## config.mk

```make
export PLATFORM = sky130hd
export DESIGN_NAME = dia_core
export DESIGN_NICKNAME = d
export VERILOG_FILES = /design/src/verilog/dia_core_dummy_guard.sv /design/src/verilog/dia_pkg.sv /design/src/verilog/dia_cmd_if.sv /design/src/verilog/dia_bank.sv /design/src/verilog/dia_core.sv /design/src/verilog/dia_sync.sv
export SDC_FILE = /design/constraint.sdc
export NUM_CORES = 1
export LEC_CHECK = 0
export BUFFER_PORTS_ARGS = -buffer_cell sky130_fd_sc_hd__buf_2
export CAP_MARGIN = 0
export CORE_ASPECT_RATIO = 1.75
export CORE_MARGIN = 2
export CORE_UTILIZATION = 50
export DETAILED_ROUTE_END_ITERATION = 8
export PLACE_DENSITY = 0.75
export SYNTH_ARGS = -nofsm -noshare
export SYNTH_HDL_FRONTEND = slang
export SYNTH_HIERARCHICAL = 1
export SYNTH_SLANG_ARGS = --single-unit
export TNS_END_PERCENT = 1
```

## constraint.sdc

```tcl
create_clock -name I_MCLK -period 3.5 [get_ports I_MCLK]
set_input_delay 0.175 -clock I_MCLK [delete_from_list [all_inputs] [get_ports I_MCLK]]
set_output_delay 0.175 -clock I_MCLK [all_outputs]
set_load 0.02 [all_outputs]
```

## src/verilog/dia_core_dummy_guard.sv

```systemverilog
`timescale 1ns/10ps
`default_nettype none
`default_nettype wire

```

## src/verilog/dia_pkg.sv

```systemverilog
`default_nettype none
package dia_pkg;
  // clock rate and derived cycle counts, minimum times rounded up
  localparam int DIA_CLK_MHZ = 100;
  localparam int DIA_PWR_US = 200;
  localparam int DIA_PWR_CYC = DIA_PWR_US * DIA_CLK_MHZ;
  localparam int DIA_CKE_NS = 400;
  localparam int DIA_CKE_CYC = (DIA_CKE_NS * DIA_CLK_MHZ + 999) / 1000;
  localparam int DIA_DLL_LOCK_CYC = 200;
  localparam int DIA_MRD_CYC = 2;
  localparam int DIA_TRCD_NS = 15;
  localparam int DIA_TRCD_CYC = (DIA_TRCD_NS * DIA_CLK_MHZ + 999) / 1000;
  localparam int DIA_TRC_NS = 55;
  localparam int DIA_TRC_CYC = (DIA_TRC_NS * DIA_CLK_MHZ + 999) / 1000;
  localparam int DIA_TRRD_NS = 10;
  localparam int DIA_TRRD_CYC = (DIA_TRRD_NS * DIA_CLK_MHZ + 999) / 1000;
  localparam int DIA_TFAW_NS = 50;
  localparam int DIA_TFAW_CYC = (DIA_TFAW_NS * DIA_CLK_MHZ + 999) / 1000;
  // widths
  localparam int DIA_BA_W = 3;
  localparam int DIA_A_W = 16;
  localparam int DIA_MODE_W = 13;
  localparam int DIA_NBANK = 8;
  localparam int DIA_VIOL_W = 13;
  localparam int DIA_AVS_AW = 5;
  // register byte offsets
  localparam logic [4:0] DIA_OFS_MR = 5'h00;
  localparam logic [4:0] DIA_OFS_EMR1 = 5'h04;
  localparam logic [4:0] DIA_OFS_EXTENDED_MODE_REGISTER_2 = 5'h08;
  localparam logic [4:0] DIA_OFS_EXTENDED_MODE_REGISTER_3 = 5'h0C;
  localparam logic [4:0] DIA_OFS_STATUS = 5'h10;
  localparam logic [4:0] DIA_OFS_VIOL = 5'h14;
  localparam logic [4:0] DIA_OFS_CTRL = 5'h18;
  localparam logic DIA_CTRL_RST = 1'b1;
  // command codes {cs_n, ras_n, cas_n, we_n}
  localparam logic [3:0] DIA_CMD_LM = 4'h0;
  localparam logic [3:0] DIA_CMD_REF = 4'h1;
  localparam logic [3:0] DIA_CMD_PRE = 4'h2;
  localparam logic [3:0] DIA_CMD_ACT = 4'h3;
  localparam logic [3:0] DIA_CMD_WR = 4'h4;
  localparam logic [3:0] DIA_CMD_RD = 4'h5;
  localparam logic [3:0] DIA_CMD_NOP = 4'h7;
  // address bit positions and field masks
  localparam int DIA_BIT_DLLEN = 0;
  localparam int DIA_BIT_RTT0 = 2;
  localparam int DIA_BIT_RTT1 = 6;
  localparam int DIA_BIT_DLLRST = 8;
  localparam int DIA_BIT_A10 = 10;
  localparam int DIA_CAL_LSB = 7;
  localparam logic [15:0] DIA_EXTENDED_MODE_REGISTER_2_SRF_MASK = 16'h0080;
  // violation flag positions
  localparam int DIA_V_ORDER = 0;
  localparam int DIA_V_TIME = 1;
  localparam int DIA_V_CKE = 2;
  localparam int DIA_V_ODT = 3;
  localparam int DIA_V_MRD = 4;
  localparam int DIA_V_BUSY = 5;
  localparam int DIA_V_RSVD = 6;
  localparam int DIA_V_EARLY = 7;
  localparam int DIA_V_CLOSED = 8;
  localparam int DIA_V_TRCD = 9;
  localparam int DIA_V_TRC = 10;
  localparam int DIA_V_TRRD = 11;
  localparam int DIA_V_TFAW = 12;
  // initialization progress
  typedef enum logic [3:0] {
    DIA_ST_WAIT_CKE = 4'h0,
    DIA_ST_WAIT_PREA = 4'h1,
    DIA_ST_EXTENDED_MODE_REGISTER_2 = 4'h2,
    DIA_ST_EXTENDED_MODE_REGISTER_3 = 4'h3,
    DIA_ST_EMR1_DLL = 4'h4,
    DIA_ST_MR_DLLRST = 4'h5,
    DIA_ST_PREA2 = 4'h6,
    DIA_ST_REF1 = 4'h7,
    DIA_ST_REF2 = 4'h8,
    DIA_ST_REF_MORE = 4'h9,
    DIA_ST_CAL_DEF = 4'hA,
    DIA_ST_CAL_EXIT = 4'hB,
    DIA_ST_DONE = 4'hC
  } dia_init_t;
endpackage : dia_pkg
`default_nettype wire

```

## src/verilog/dia_cmd_if.sv

```systemverilog
`timescale 1ns/10ps
`default_nettype none
// decoded row commands broadcast to every bank tracker
interface dia_cmd_if;
  import dia_pkg::*;
  logic act;
  logic pre;
  logic pre_all;
  logic [DIA_BA_W-1:0] bank;
  modport src (output act, output pre, output pre_all, output bank);
  modport dst (input act, input pre, input pre_all, input bank);
endinterface : dia_cmd_if
`default_nettype wire

```

## src/verilog/dia_bank.sv

```systemverilog
`timescale 1ns/10ps
`default_nettype none
module dia_bank #(
  parameter int IDX = 0
) (
  // clock and reset
  input wire logic i_clk,
  input wire logic i_rst,
  // decoded commands
  dia_cmd_if.dst cmd,
  // bank state
  output logic o_open,
  output logic o_trc_ok,
  output logic o_trcd_ok
);
  import dia_pkg::*;
  localparam logic [7:0] TRC_C = 8'(DIA_TRC_CYC);
  localparam logic [7:0] TRCD_C = 8'(DIA_TRCD_CYC);

  if (IDX < 0 || IDX >= DIA_NBANK || DIA_TRC_CYC > 255 || DIA_TRCD_CYC > 255) begin : g_chk
    $error("dia_bank index or timing out of range");
  end

  typedef struct packed {
    logic open;
    logic [7:0] rc;
    logic [7:0] rcd;
  } dia_bank_t;

  dia_bank_t st;
  dia_bank_t next_st;
  logic hit;

  assign hit = (cmd.bank == DIA_BA_W'(IDX));

  // open-row flag and spacing counters since this bank's last activate
  always_comb begin
    next_st = st;
    if (st.rc != 8'h00) begin
      next_st.rc = st.rc - 8'h01;
    end
    if (st.rcd != 8'h00) begin
      next_st.rcd = st.rcd - 8'h01;
    end
    if (cmd.act && hit) begin
      next_st.open = 1'b1;
      next_st.rc = TRC_C - 8'h01;
      next_st.rcd = TRCD_C - 8'h01;
    end else if (cmd.pre && (hit || cmd.pre_all)) begin
      next_st.open = 1'b0;
    end
  end

  always_ff @(posedge i_clk) begin
    if (i_rst) begin
      st <= '0;
    end else begin
      st <= next_st;
    end
  end

  assign o_open = st.open;
  assign o_trc_ok = (st.rc == 8'h00);
  assign o_trcd_ok = (st.rcd == 8'h00);
endmodule : dia_bank
`default_nettype wire

```

## src/verilog/dia_core.sv

```systemverilog
// Notes on behaviour
// extended mode register 3 bits stay reserved, kept until reloaded, array untouched.
// load extended register 3 only with banks idle; wait tMRD afterwards.
// extended register 3 loads carry zero in E16 and above E12.
// termination control stays low during power-up.
// once raised during initialization, CKE stays high until it ends.
// only NOP or deselect for 200us after stable power, then CKE high.
// wait at least 400ns after CKE high, then precharge all.
// load extended register 2 next; only E7 may be set.
// load extended register 3 next with all bits zero.
// load extended register 1 with A0 low to enable the DLL.
// mode load with A8 high resets DLL; lock takes 200 cycles.
// after DLL reset, precharge all then two or more refreshes.
// mode load with A8 low sets operating parameters.
// extended register 1 load with E7..E9 all ones: calibration default.
// extended register 1 load with E7..E9 zero leaves calibration.
// normal operation no earlier than 200 cycles after DLL reset.
// precharge with A10 high closes all banks; bank pins pick register.
// a bank needs an activate before any read or write.
// timing limits round up to cycles; read or write waits tRCD.
// new row in same bank needs precharge and tRC since activate.
// activates to different banks are spaced by at least tRRD.
// at most four activates within any rolling tFAW window.
// per-bank open state and counters check each command's legality.
//
// Our own choices: the Avalon-MM slave port and the placing of the registers.
`timescale 1ns/10ps
`default_nettype none
module dia_core #(
  parameter int P_PWR_CYC = dia_pkg::DIA_PWR_CYC
) (
  // clock and reset
  input wire logic I_MCLK,
  input wire logic I_RST,
  // memory command pins
  input wire logic I_CKE,
  input wire logic I_CS_N,
  input wire logic I_RAS_N,
  input wire logic I_CAS_N,
  input wire logic I_WE_N,
  input wire logic I_TERM_CTRL,
  input wire logic [dia_pkg::DIA_BA_W-1:0] I_BA,
  input wire logic [dia_pkg::DIA_A_W-1:0] I_ADDR,
  // avalon-mm slave
  input wire logic [dia_pkg::DIA_AVS_AW-1:0] I_AVS_ADDRESS,
  input wire logic I_AVS_READ,
  input wire logic I_AVS_WRITE,
  input wire logic [31:0] I_AVS_WRITEDATA,
  input wire logic [3:0] I_AVS_BYTEENABLE,
  output logic [31:0] O_AVS_READDATA,
  output logic O_AVS_WAITREQUEST,
  // status
  output logic O_INIT_DONE,
  output logic O_READY,
  output logic O_TERM_ON,
  output logic O_VIOL_ANY
);
  import dia_pkg::*;
  localparam int PW = 6 + DIA_BA_W + DIA_A_W;
  localparam logic [15:0] PWR_C = 16'(P_PWR_CYC);
  localparam logic [15:0] CKE_C = 16'(DIA_CKE_CYC);
  localparam logic [7:0] LOCK_C = 8'(DIA_DLL_LOCK_CYC);
  localparam logic [7:0] MRD_C = 8'(DIA_MRD_CYC);
  localparam logic [7:0] RRD_C = 8'(DIA_TRRD_CYC);
  localparam logic [7:0] FAW_C = 8'(DIA_TFAW_CYC);

  if (P_PWR_CYC < 1 || P_PWR_CYC > 65535 || DIA_TFAW_CYC > 254 || DIA_MRD_CYC < 1
      || DIA_TRRD_CYC > 255 || DIA_DLL_LOCK_CYC > 255) begin : g_chk
    $error("dia_core timing does not fit its counters");
  end

  typedef struct packed {
    logic ack;
    logic [31:0] rdata;
    logic check_en;
    logic [3:0][DIA_MODE_W-1:0] mode;
    logic emr1_seen;
    dia_init_t init;
    logic [15:0] wait_cnt;
    logic cke_d;
    logic [7:0] mrd_cnt;
    logic dll_rst_seen;
    logic [7:0] lock_cnt;
    logic ready;
    logic term_on;
    logic [7:0] rrd_cnt;
    logic [DIA_BA_W-1:0] last_bank;
    logic [3:0] faw_vld;
    logic [3:0][7:0] faw_age;
    logic [DIA_VIOL_W-1:0] viol;
  } dia_core_t;

  dia_core_t st;
  dia_core_t next_st;

  // command pins arrive on the memory clock's pins; two stages before decode
  logic [PW-1:0] pins_s;
  dia_sync #(.W(PW)) u_sync (
    .i_clk(I_MCLK),
    .i_rst(I_RST),
    .i_d({I_CKE, I_CS_N, I_RAS_N, I_CAS_N, I_WE_N, I_TERM_CTRL, I_BA, I_ADDR}),
    .o_q(pins_s)
  );

  logic cke_s;
  logic odt_s;
  logic [3:0] cmd_s;
  logic [DIA_BA_W-1:0] ba_s;
  logic [DIA_A_W-1:0] a_s;
  logic [DIA_MODE_W-1:0] a_mode;
  logic [1:0] sel;
  logic a10;
  assign cke_s = pins_s[PW-1];
  assign cmd_s = pins_s[PW-2 -: 4];
  assign odt_s = pins_s[PW-6];
  assign ba_s = pins_s[DIA_A_W +: DIA_BA_W];
  assign a_s = pins_s[DIA_A_W-1:0];
  assign a_mode = a_s[DIA_MODE_W-1:0];
  assign sel = ba_s[1:0];
  assign a10 = a_s[DIA_BIT_A10];

  // command decode, ignored while clock enable is low
  logic is_lm, is_ref, is_pre, is_act, is_rd, is_wr, is_any;
  assign is_lm = cke_s && (cmd_s == DIA_CMD_LM);
  assign is_ref = cke_s && (cmd_s == DIA_CMD_REF);
  assign is_pre = cke_s && (cmd_s == DIA_CMD_PRE);
  assign is_act = cke_s && (cmd_s == DIA_CMD_ACT);
  assign is_rd = cke_s && (cmd_s == DIA_CMD_RD);
  assign is_wr = cke_s && (cmd_s == DIA_CMD_WR);
  assign is_any = cke_s && !cmd_s[3] && (cmd_s != DIA_CMD_NOP);

  // bank trackers share one decoded command stream
  dia_cmd_if u_cmd ();
  assign u_cmd.act = is_act;
  assign u_cmd.pre = is_pre;
  assign u_cmd.pre_all = is_pre && a10;
  assign u_cmd.bank = ba_s;

  logic [DIA_NBANK-1:0] open_v;
  logic [DIA_NBANK-1:0] trc_ok_v;
  logic [DIA_NBANK-1:0] trcd_ok_v;
  for (genvar b = 0; b < DIA_NBANK; b++) begin : g_bank
    dia_bank #(.IDX(b)) u_bank (
      .i_clk(I_MCLK),
      .i_rst(I_RST),
      .cmd(u_cmd),
      .o_open(open_v[b]),
      .o_trc_ok(trc_ok_v[b]),
      .o_trcd_ok(trcd_ok_v[b])
    );
  end

  logic req;
  logic wr_go;
  logic dll_locked;
  logic [31:0] wmask;
  logic [31:0] rd_mux;
  logic [DIA_VIOL_W-1:0] set_v;
  logic [DIA_VIOL_W-1:0] viol_clr;
  logic step;
  dia_init_t nxt_init;

  assign req = I_AVS_READ || I_AVS_WRITE;
  assign wr_go = I_AVS_WRITE && st.ack;
  assign dll_locked = st.dll_rst_seen && (st.lock_cnt == 8'h00);
  assign wmask = {{8{I_AVS_BYTEENABLE[3]}}, {8{I_AVS_BYTEENABLE[2]}},
                  {8{I_AVS_BYTEENABLE[1]}}, {8{I_AVS_BYTEENABLE[0]}}};

  // register read mux; unmapped offsets read zero
  always_comb begin
    case (I_AVS_ADDRESS)
      DIA_OFS_MR: rd_mux = {19'h00000, st.mode[0]};
      DIA_OFS_EMR1: rd_mux = {19'h00000, st.mode[1]};
      DIA_OFS_EXTENDED_MODE_REGISTER_2: rd_mux = {19'h00000, st.mode[2]};
      DIA_OFS_EXTENDED_MODE_REGISTER_3: rd_mux = {19'h00000, st.mode[3]};
      DIA_OFS_STATUS: rd_mux = {16'h0000, open_v, st.init, 1'b0, st.term_on, dll_locked,
                                st.ready};
      DIA_OFS_VIOL: rd_mux = {19'h00000, st.viol};
      DIA_OFS_CTRL: rd_mux = {31'h00000000, st.check_en};
      default: rd_mux = 32'h00000000;
    endcase
  end

  // initialization progress: which command the sequence expects next
  always_comb begin
    step = 1'b0;
    nxt_init = st.init;
    case (st.init)
      DIA_ST_WAIT_PREA: begin
        step = is_pre && a10;
        nxt_init = DIA_ST_EXTENDED_MODE_REGISTER_2;
      end
      DIA_ST_EXTENDED_MODE_REGISTER_2: begin
        step = is_lm && (sel == 2'h2);
        nxt_init = DIA_ST_EXTENDED_MODE_REGISTER_3;
      end
      DIA_ST_EXTENDED_MODE_REGISTER_3: begin
        step = is_lm && (sel == 2'h3);
        nxt_init = DIA_ST_EMR1_DLL;
      end
      DIA_ST_EMR1_DLL: begin
        step = is_lm && (sel == 2'h1) && !a_s[DIA_BIT_DLLEN];
        nxt_init = DIA_ST_MR_DLLRST;
      end
      DIA_ST_MR_DLLRST: begin
        step = is_lm && (sel == 2'h0) && a_s[DIA_BIT_DLLRST];
        nxt_init = DIA_ST_PREA2;
      end
      DIA_ST_PREA2: begin
        step = is_pre && a10;
        nxt_init = DIA_ST_REF1;
      end
      DIA_ST_REF1: begin
        step = is_ref;
        nxt_init = DIA_ST_REF2;
      end
      DIA_ST_REF2: begin
        step = is_ref;
        nxt_init = DIA_ST_REF_MORE;
      end
      DIA_ST_REF_MORE: begin
        step = is_ref || (is_lm && (sel == 2'h0) && !a_s[DIA_BIT_DLLRST]);
        nxt_init = is_ref ? DIA_ST_REF_MORE : DIA_ST_CAL_DEF;
      end
      DIA_ST_CAL_DEF: begin
        step = is_lm && (sel == 2'h1) && (a_s[DIA_CAL_LSB +: 3] == 3'h7);
        nxt_init = DIA_ST_CAL_EXIT;
      end
      DIA_ST_CAL_EXIT: begin
        step = is_lm && (sel == 2'h1) && (a_s[DIA_CAL_LSB +: 3] == 3'h0);
        nxt_init = DIA_ST_DONE;
      end
      default: begin
        step = 1'b0;
        nxt_init = st.init;
      end
    endcase
  end

  // main state update: bus, mode registers, sequence checks, activate spacing
  always_comb begin
    next_st = st;
    set_v = '0;
    viol_clr = '0;
    // one wait state per access; data stands while waitrequest is low
    next_st.ack = req && !st.ack;
    if (req && !st.ack) begin
      next_st.rdata = rd_mux;
    end
    if (wr_go && (I_AVS_ADDRESS == DIA_OFS_CTRL) && I_AVS_BYTEENABLE[0]) begin
      next_st.check_en = I_AVS_WRITEDATA[0];
    end
    if (wr_go && (I_AVS_ADDRESS == DIA_OFS_VIOL)) begin
      viol_clr = I_AVS_WRITEDATA[DIA_VIOL_W-1:0] & wmask[DIA_VIOL_W-1:0];
    end
    // power-up wait and clock-enable supervision
    next_st.cke_d = cke_s;
    if (st.wait_cnt != 16'hFFFF) begin
      next_st.wait_cnt = st.wait_cnt + 16'h0001;
    end
    if (st.init == DIA_ST_WAIT_CKE) begin
      if (cke_s) begin
        next_st.init = DIA_ST_WAIT_PREA;
        next_st.wait_cnt = 16'h0000;
        set_v[DIA_V_TIME] = (st.wait_cnt < PWR_C);
      end
    end else if (step) begin
      next_st.init = nxt_init;
      if (st.init == DIA_ST_WAIT_PREA) begin
        set_v[DIA_V_TIME] = (st.wait_cnt < CKE_C);
      end
    end else if (is_any && (st.init != DIA_ST_DONE)) begin
      set_v[DIA_V_ORDER] = 1'b1;
    end
    if (st.cke_d && !cke_s && (st.init != DIA_ST_WAIT_CKE) && (st.init != DIA_ST_DONE)) begin
      set_v[DIA_V_CKE] = 1'b1;
    end
    set_v[DIA_V_ODT] = odt_s && !st.emr1_seen;
    // mode register spacing and content
    if (st.mrd_cnt != 8'h00) begin
      next_st.mrd_cnt = st.mrd_cnt - 8'h01;
    end
    set_v[DIA_V_MRD] = is_any && (st.mrd_cnt != 8'h00);
    if (is_lm) begin
      next_st.mode[sel] = a_mode;
      next_st.mrd_cnt = MRD_C - 8'h01;
      set_v[DIA_V_BUSY] = (open_v != '0);
      set_v[DIA_V_RSVD] = ba_s[2] || (a_s[DIA_A_W-1:DIA_MODE_W] != '0)
        || ((st.init != DIA_ST_DONE) && (sel == 2'h2) && ((a_s & ~DIA_EXTENDED_MODE_REGISTER_2_SRF_MASK) != '0))
        || ((st.init != DIA_ST_DONE) && (sel == 2'h3) && (a_s != '0));
      if (sel == 2'h1) begin
        next_st.emr1_seen = 1'b1;
      end
    end
    // dll lock countdown restarts on every reset request
    if (st.lock_cnt != 8'h00) begin
      next_st.lock_cnt = st.lock_cnt - 8'h01;
    end
    if (is_lm && (sel == 2'h0) && a_s[DIA_BIT_DLLRST]) begin
      next_st.dll_rst_seen = 1'b1;
      next_st.lock_cnt = LOCK_C;
    end
    // row commands against bank state
    if (is_act || is_rd || is_wr) begin
      set_v[DIA_V_EARLY] = !st.ready;
    end
    if (is_rd || is_wr) begin
      set_v[DIA_V_CLOSED] = !open_v[ba_s];
      set_v[DIA_V_TRCD] = open_v[ba_s] && !trcd_ok_v[ba_s];
    end
    // ages saturate, so a long idle gap never looks like a recent activate
    for (int i = 0; i < 4; i++) begin
      if (st.faw_age[i] != 8'hFF) begin
        next_st.faw_age[i] = st.faw_age[i] + 8'h01;
      end
    end
    if (st.rrd_cnt != 8'h00) begin
      next_st.rrd_cnt = st.rrd_cnt - 8'h01;
    end
    if (is_act) begin
      set_v[DIA_V_TRC] = open_v[ba_s] || !trc_ok_v[ba_s];
      set_v[DIA_V_TRRD] = (st.rrd_cnt != 8'h00) && (ba_s != st.last_bank);
      set_v[DIA_V_TFAW] = st.faw_vld[3] && (st.faw_age[3] < FAW_C);
      // shift the already aged values, so a shift never loses a cycle of age
      next_st.faw_age = {next_st.faw_age[2:0], 8'h01};
      next_st.faw_vld = {st.faw_vld[2:0], 1'b1};
      next_st.rrd_cnt = RRD_C - 8'h01;
      next_st.last_bank = ba_s;
    end
    // termination takes effect only once extended register 1 has been loaded
    next_st.term_on = odt_s && st.emr1_seen
      && (st.mode[1][DIA_BIT_RTT0] || st.mode[1][DIA_BIT_RTT1]);
    // set wins over a same-cycle clear
    next_st.viol = (st.viol & ~viol_clr) | (set_v & {DIA_VIOL_W{st.check_en}});
    next_st.ready = (next_st.init == DIA_ST_DONE) && next_st.dll_rst_seen
      && (next_st.lock_cnt == 8'h00);
  end

  always_ff @(posedge I_MCLK) begin
    if (I_RST) begin
      st <= '0;
      st.check_en <= DIA_CTRL_RST;
      st.init <= DIA_ST_WAIT_CKE;
    end else begin
      st <= next_st;
    end
  end

  assign O_AVS_READDATA = st.rdata;
  assign O_AVS_WAITREQUEST = req && !st.ack;
  assign O_INIT_DONE = (st.init == DIA_ST_DONE);
  assign O_READY = st.ready;
  assign O_TERM_ON = st.term_on;
  assign O_VIOL_ANY = |st.viol;
endmodule : dia_core
`default_nettype wire

```

## src/verilog/dia_sync.sv

```systemverilog
`timescale 1ns/10ps
`default_nettype none
module dia_sync #(
  parameter int W = 1
) (
  // clock and reset
  input wire logic i_clk,
  input wire logic i_rst,
  // asynchronous in, synchronous out
  input wire logic [W-1:0] i_d,
  output logic [W-1:0] o_q
);
  if (W < 1) begin : g_chk
    $error("dia_sync width must be positive");
  end

  typedef struct packed {
    logic [W-1:0] meta;
    logic [W-1:0] q;
  } dia_sync_t;

  dia_sync_t st;
  dia_sync_t next_st;

  // meta stage feeds only the second stage
  always_comb begin
    next_st.meta = i_d;
    next_st.q = st.meta;
  end

  always_ff @(posedge i_clk) begin
    if (i_rst) begin
      st <= '0;
    end else begin
      st <= next_st;
    end
  end

  assign o_q = st.q;
endmodule : dia_sync
`default_nettype wire
```

==> results summary <==
The TritonCTS clock tree is built. The number of unique standard cell types used by synthesis is 77. During placement, the flow inserted port buffers numbering 69. The portion of total power attributed to sequential cells is 0.407. The final setup violation count is 0. The sequential share of the synthesized area is 0.425. The number of cell instances on the worst register-to-register path came out at 5. The time the worst path needs with I/O delays and setup is 2.59 ns. The floorplan core area came out at 0.0330 mm².

Across the routed clock network, the largest skew measured is 0.0152 ns. Among all flip-flop cells after synthesis, the most frequent one is dfxtp_1. The count of pins over their slew limit is 0. Setup repair after global routing left no endpoint under its margin. The static leakage power is 7.20 nW.

The pin slew with the least headroom to its limit is 0.889 ns. The clock insertion delay at the later pin of the skew report is 0.54 ns. The highest routed metal layer is met4. Across every metal layer, demand over resource in global routing totals 0.228. The clock transition at the register clock pins on the worst setup and hold paths after CTS came out at 0.07 ns. The sum of overflow across all layers after global routing came out at 0. Sorting the synthesized cells by how often they occur yields dfxtp_1, a21oi_1, nor2_1, nand2_1, inv_1.

The global-route wire length before repair is 66.8 mm. After the first detailed-routing iteration, the DRC count stood at 821. The power density relative to cell area is 735 mW/mm². For the final routed database, the setup TNS stands at 0 ns.

The setup slack on the worst flop-to-flop path came out at 0.91 ns. The met1 wire length is 15.9 mm. By instance count, the leading cell after synthesis is dfxtp_1. The highest clock frequency the design can meet came out at 387 MHz. The share of synthesized area in the top cell type comes to 0.425. The worst relative slew slack came out at 0.398. For the worst setup path, the data arrival time is 3.02 ns.

The routed layout has 14.3k vias. The sum of met2 wire segment lengths after detailed routing came out at 21.4 mm. Sorting the synthesized cells by area gives the leading types as dfxtp_1, a21oi_1, nor2_1. The worst flop-to-flop path endpoint is O_READY$_SDFF_PP0_. The run finished with clean final reports. The total met3 wirelength after detailed routing came out at 1.76 mm.

The number of placement rows is 88. The endpoint required time on the critical path came out at 3.93 ns. The overall power came out at 0.0138 W. The per-instance average area after synthesis is 8.85 µm². The maximum count of clock buffers along a single path is 3.

The die outline area came out at 0.0352 mm². The largest total area in the synthesized netlist belongs to dfxtp_1. The routability congestion estimate is 0.891.

The clock network fraction of design power came out at 0.275. The part of the cycle the worst path needs came out at 0.739. Entering global routing, the biggest net connects 74 pins. The total count of hold-check failures in the final report came out at 0. Dividing the detail-routed wire length by the instance count gives 17.1 µm. The kind of end point of the critical path is a register. The worst setup path is launched from a register. The initial antenna violation count came out at 0. The final wirelength is 40.6 mm. In this run the worst hold path is classified as primary input to register. The total of flip-flops plus latches after synthesis is 357.

The worst setup margin came out at 0.915 ns. The die boundary height is 247 µm. Prior to clock tree synthesis, the placed netlist has a worst setup slack of 0.953 ns.

The hold path endpoint is st[9]$_SDFF_PP0_. The post-synthesis instance area is 0.0168 mm². The synthesized netlist cell count came out at 1902. Once the clock tree was built, the setup fixing pass inserted 0 buffers. The fraction of layout instances using a drive strength above 1 came out at 0.105. Along the worst path, the maximum fanout reaches 15.

The HPWL reported at the end of detailed placement is 28.5 mm. The initial utilization of the core area, before any placement, comes to 0.509. The share of total power dissipated in combinational logic is 0.318. The number of stages on the worst hold path came out at 4. The number of H-tree levels is 2. The first detailed-routing pass ran for 7 iterations. Using the TritonRoute via totals, the vias-per-cell ratio works out to 5.99.

From synthesis to final layout, the design area changed by 11.4%. Of the total power, the share spent switching nets is 0.352. The max-cap violation count came out at 0. The remaining design rule violation count came out at 0. After the last flow step, the layout net total stands at 2061. Pin placement for this block handled 107 I/O pins. The via count of the first global-routing pass is 13.9k. The critical path class is register to register. The net switching power is 0.00486 W.

The count of flip-flops with a built-in enable after synthesis is 0. The tree is rooted in a clkbuf_16. The total of warnings raised by yosys came out at 6. The internal power component came out at 0.00893 W.

The worst voltage drop across the vdd grid came out at 0.000493 V. After synthesis, the share of flip-flops with an asynchronous set or reset is 0. The worst hold path begins at I_AVS_WRITEDATA[9]. In this run the horizontal extent of the chip is 143 µm. In this run the critical register-to-register path is launched from st[99]$_SDFF_PP0_. The tree built by TritonCTS fans out to 357 sinks. The total clock buffers created by CTS came out at 34. The count of nets left with antenna violations after detail routing is 0.
## cells by family after synthesis
group / synth area share
AOI/OAI and AO/OA: 0.169
and+or+nand+nor: 0.245
muxes: 0.0457
buffers and inverters: 0.0568
xor gates and xnor gates: 0.0271
adders and majority gates: 0.0312
DFF: 0.425
other: 0.000223
## stage by stage
stage	util	std cells	hold WS, ns	instance area [µm²]
5_1_grt	0.567	2379	0.0487	18700
2_1_floorplan	-	1917	0.244	16900
4_1_cts	0.567	2379	0.00438	18700
6_report	0.567	2380	0.0301	18700
3_5_place_dp	0.523	2286	0.387	17300
3_3_place_gp	0.523	2286	0.382	17300
## final cells by class
| class | count | area [µm²] |
|---|---|---|
| well taps | 405 | 507 |
| clock inverters | 16 | 181 |
| diodes | 1 | 2.50 |
| clock buffers | 45 | 962 |
| fillers | 2934 | 14300 |
| multi-input cells | 1345 | 8790 |
| repair buffers | 118 | 800 |
| inverters | 93 | 349 |
| flip-flops and latches | 357 | 7150 |
## power by group through the flow
stage / clock (W) / combinational, W / sequential [W]
finish: 0.00379 / 0.00438 / 0.00561
global placement: 0 / 0.00409 / 0.00560
floorplan: 0 / 0.00356 / 0.00542
CTS: 0.00387 / 0.00438 / 0.00558
global route: 0.00402 / 0.00496 / 0.00572
detailed placement: 0 / 0.00430 / 0.00566
## metal layers
metal / global-route usage / vias up
met3: 0.0343 / 87
met1: 0.248 / 6861
met2: 0.430 / 328
met5: 0 / -
li1: - / 6976
met4: 0.0976 / 0
## state kept, by name, summed over array words and instances (netlist names)
signal	count
u_sync/next_st	25
O_READY	1
st	153
g_bank.u_bank/o_open	8
O_AVS_READDATA	16
O_TERM_ON	1
u_sync/o_q	25
g_bank.u_bank/st	128
## placed cells by master (no fill, tap or decap), drive strengths merged, types with 13 or more instances in the layout
cell type    synthesis  final
nor3                53     53
or4                 67     67
clkbuf              63     45
or2                 23     23
or3b                18     18
a31oi               14     14
or4b                19     19
ha                  42     42
buf                 59     86
dfxtp              357    357
nor4                33     33
o31ai               33     33
inv                 93     95
a211oi              59     59
nor4b               14     14
nor2               150    150
conb                 1     16
a222oi              21     21
and2                16     16
xnor2               30     30
nand2              121    121
nand4               23     23
mux2i               52     52
and3                14     14
o21ai               81     81
xor2                22     22
nor2b               68     68
dlygate4sd3          0     32
nor3b               15     15
nand2b              17     17
a21oi              158    158
or3                 17     17
o211ai              13     13
nand3               29     29
## critical path: stages, from the launching register on
cell and delay (ns):
dfxtp_1 0.65, or3b_2 0.49, a2111oi_0 0.39, o311ai_1 0.33, a31o_1 0.32, a2111oi_2 0.30
## how the worst max path moves through the flow
stage                                          end                       from  cells after the start
2_1_floorplan  g_bank[0].u_bank/st[2]$_SDFFE_PP0P_  u_sync/o_q[24]$_SDFF_PP0_                      8
3_3_place_gp                    O_READY$_SDFF_PP0_          st[99]$_SDFF_PP0_                      5
3_5_place_dp                    O_READY$_SDFF_PP0_          st[99]$_SDFF_PP0_                      5
4_1_cts                         O_READY$_SDFF_PP0_          st[99]$_SDFF_PP0_                      5
5_1_grt                         O_READY$_SDFF_PP0_          st[99]$_SDFF_PP0_                      5
6_report                        O_READY$_SDFF_PP0_          st[99]$_SDFF_PP0_                      5
## what timing repair did
| item | CTS | global route |
|---|---|---|
| hold buffers | 32 | 0 |
| hold endpoints to repair | 33 | 0 |
| gates resized for setup | 0 | 0 |
| setup endpoints to repair | 0 | 0 |
(Power assumes the default switching activity.)
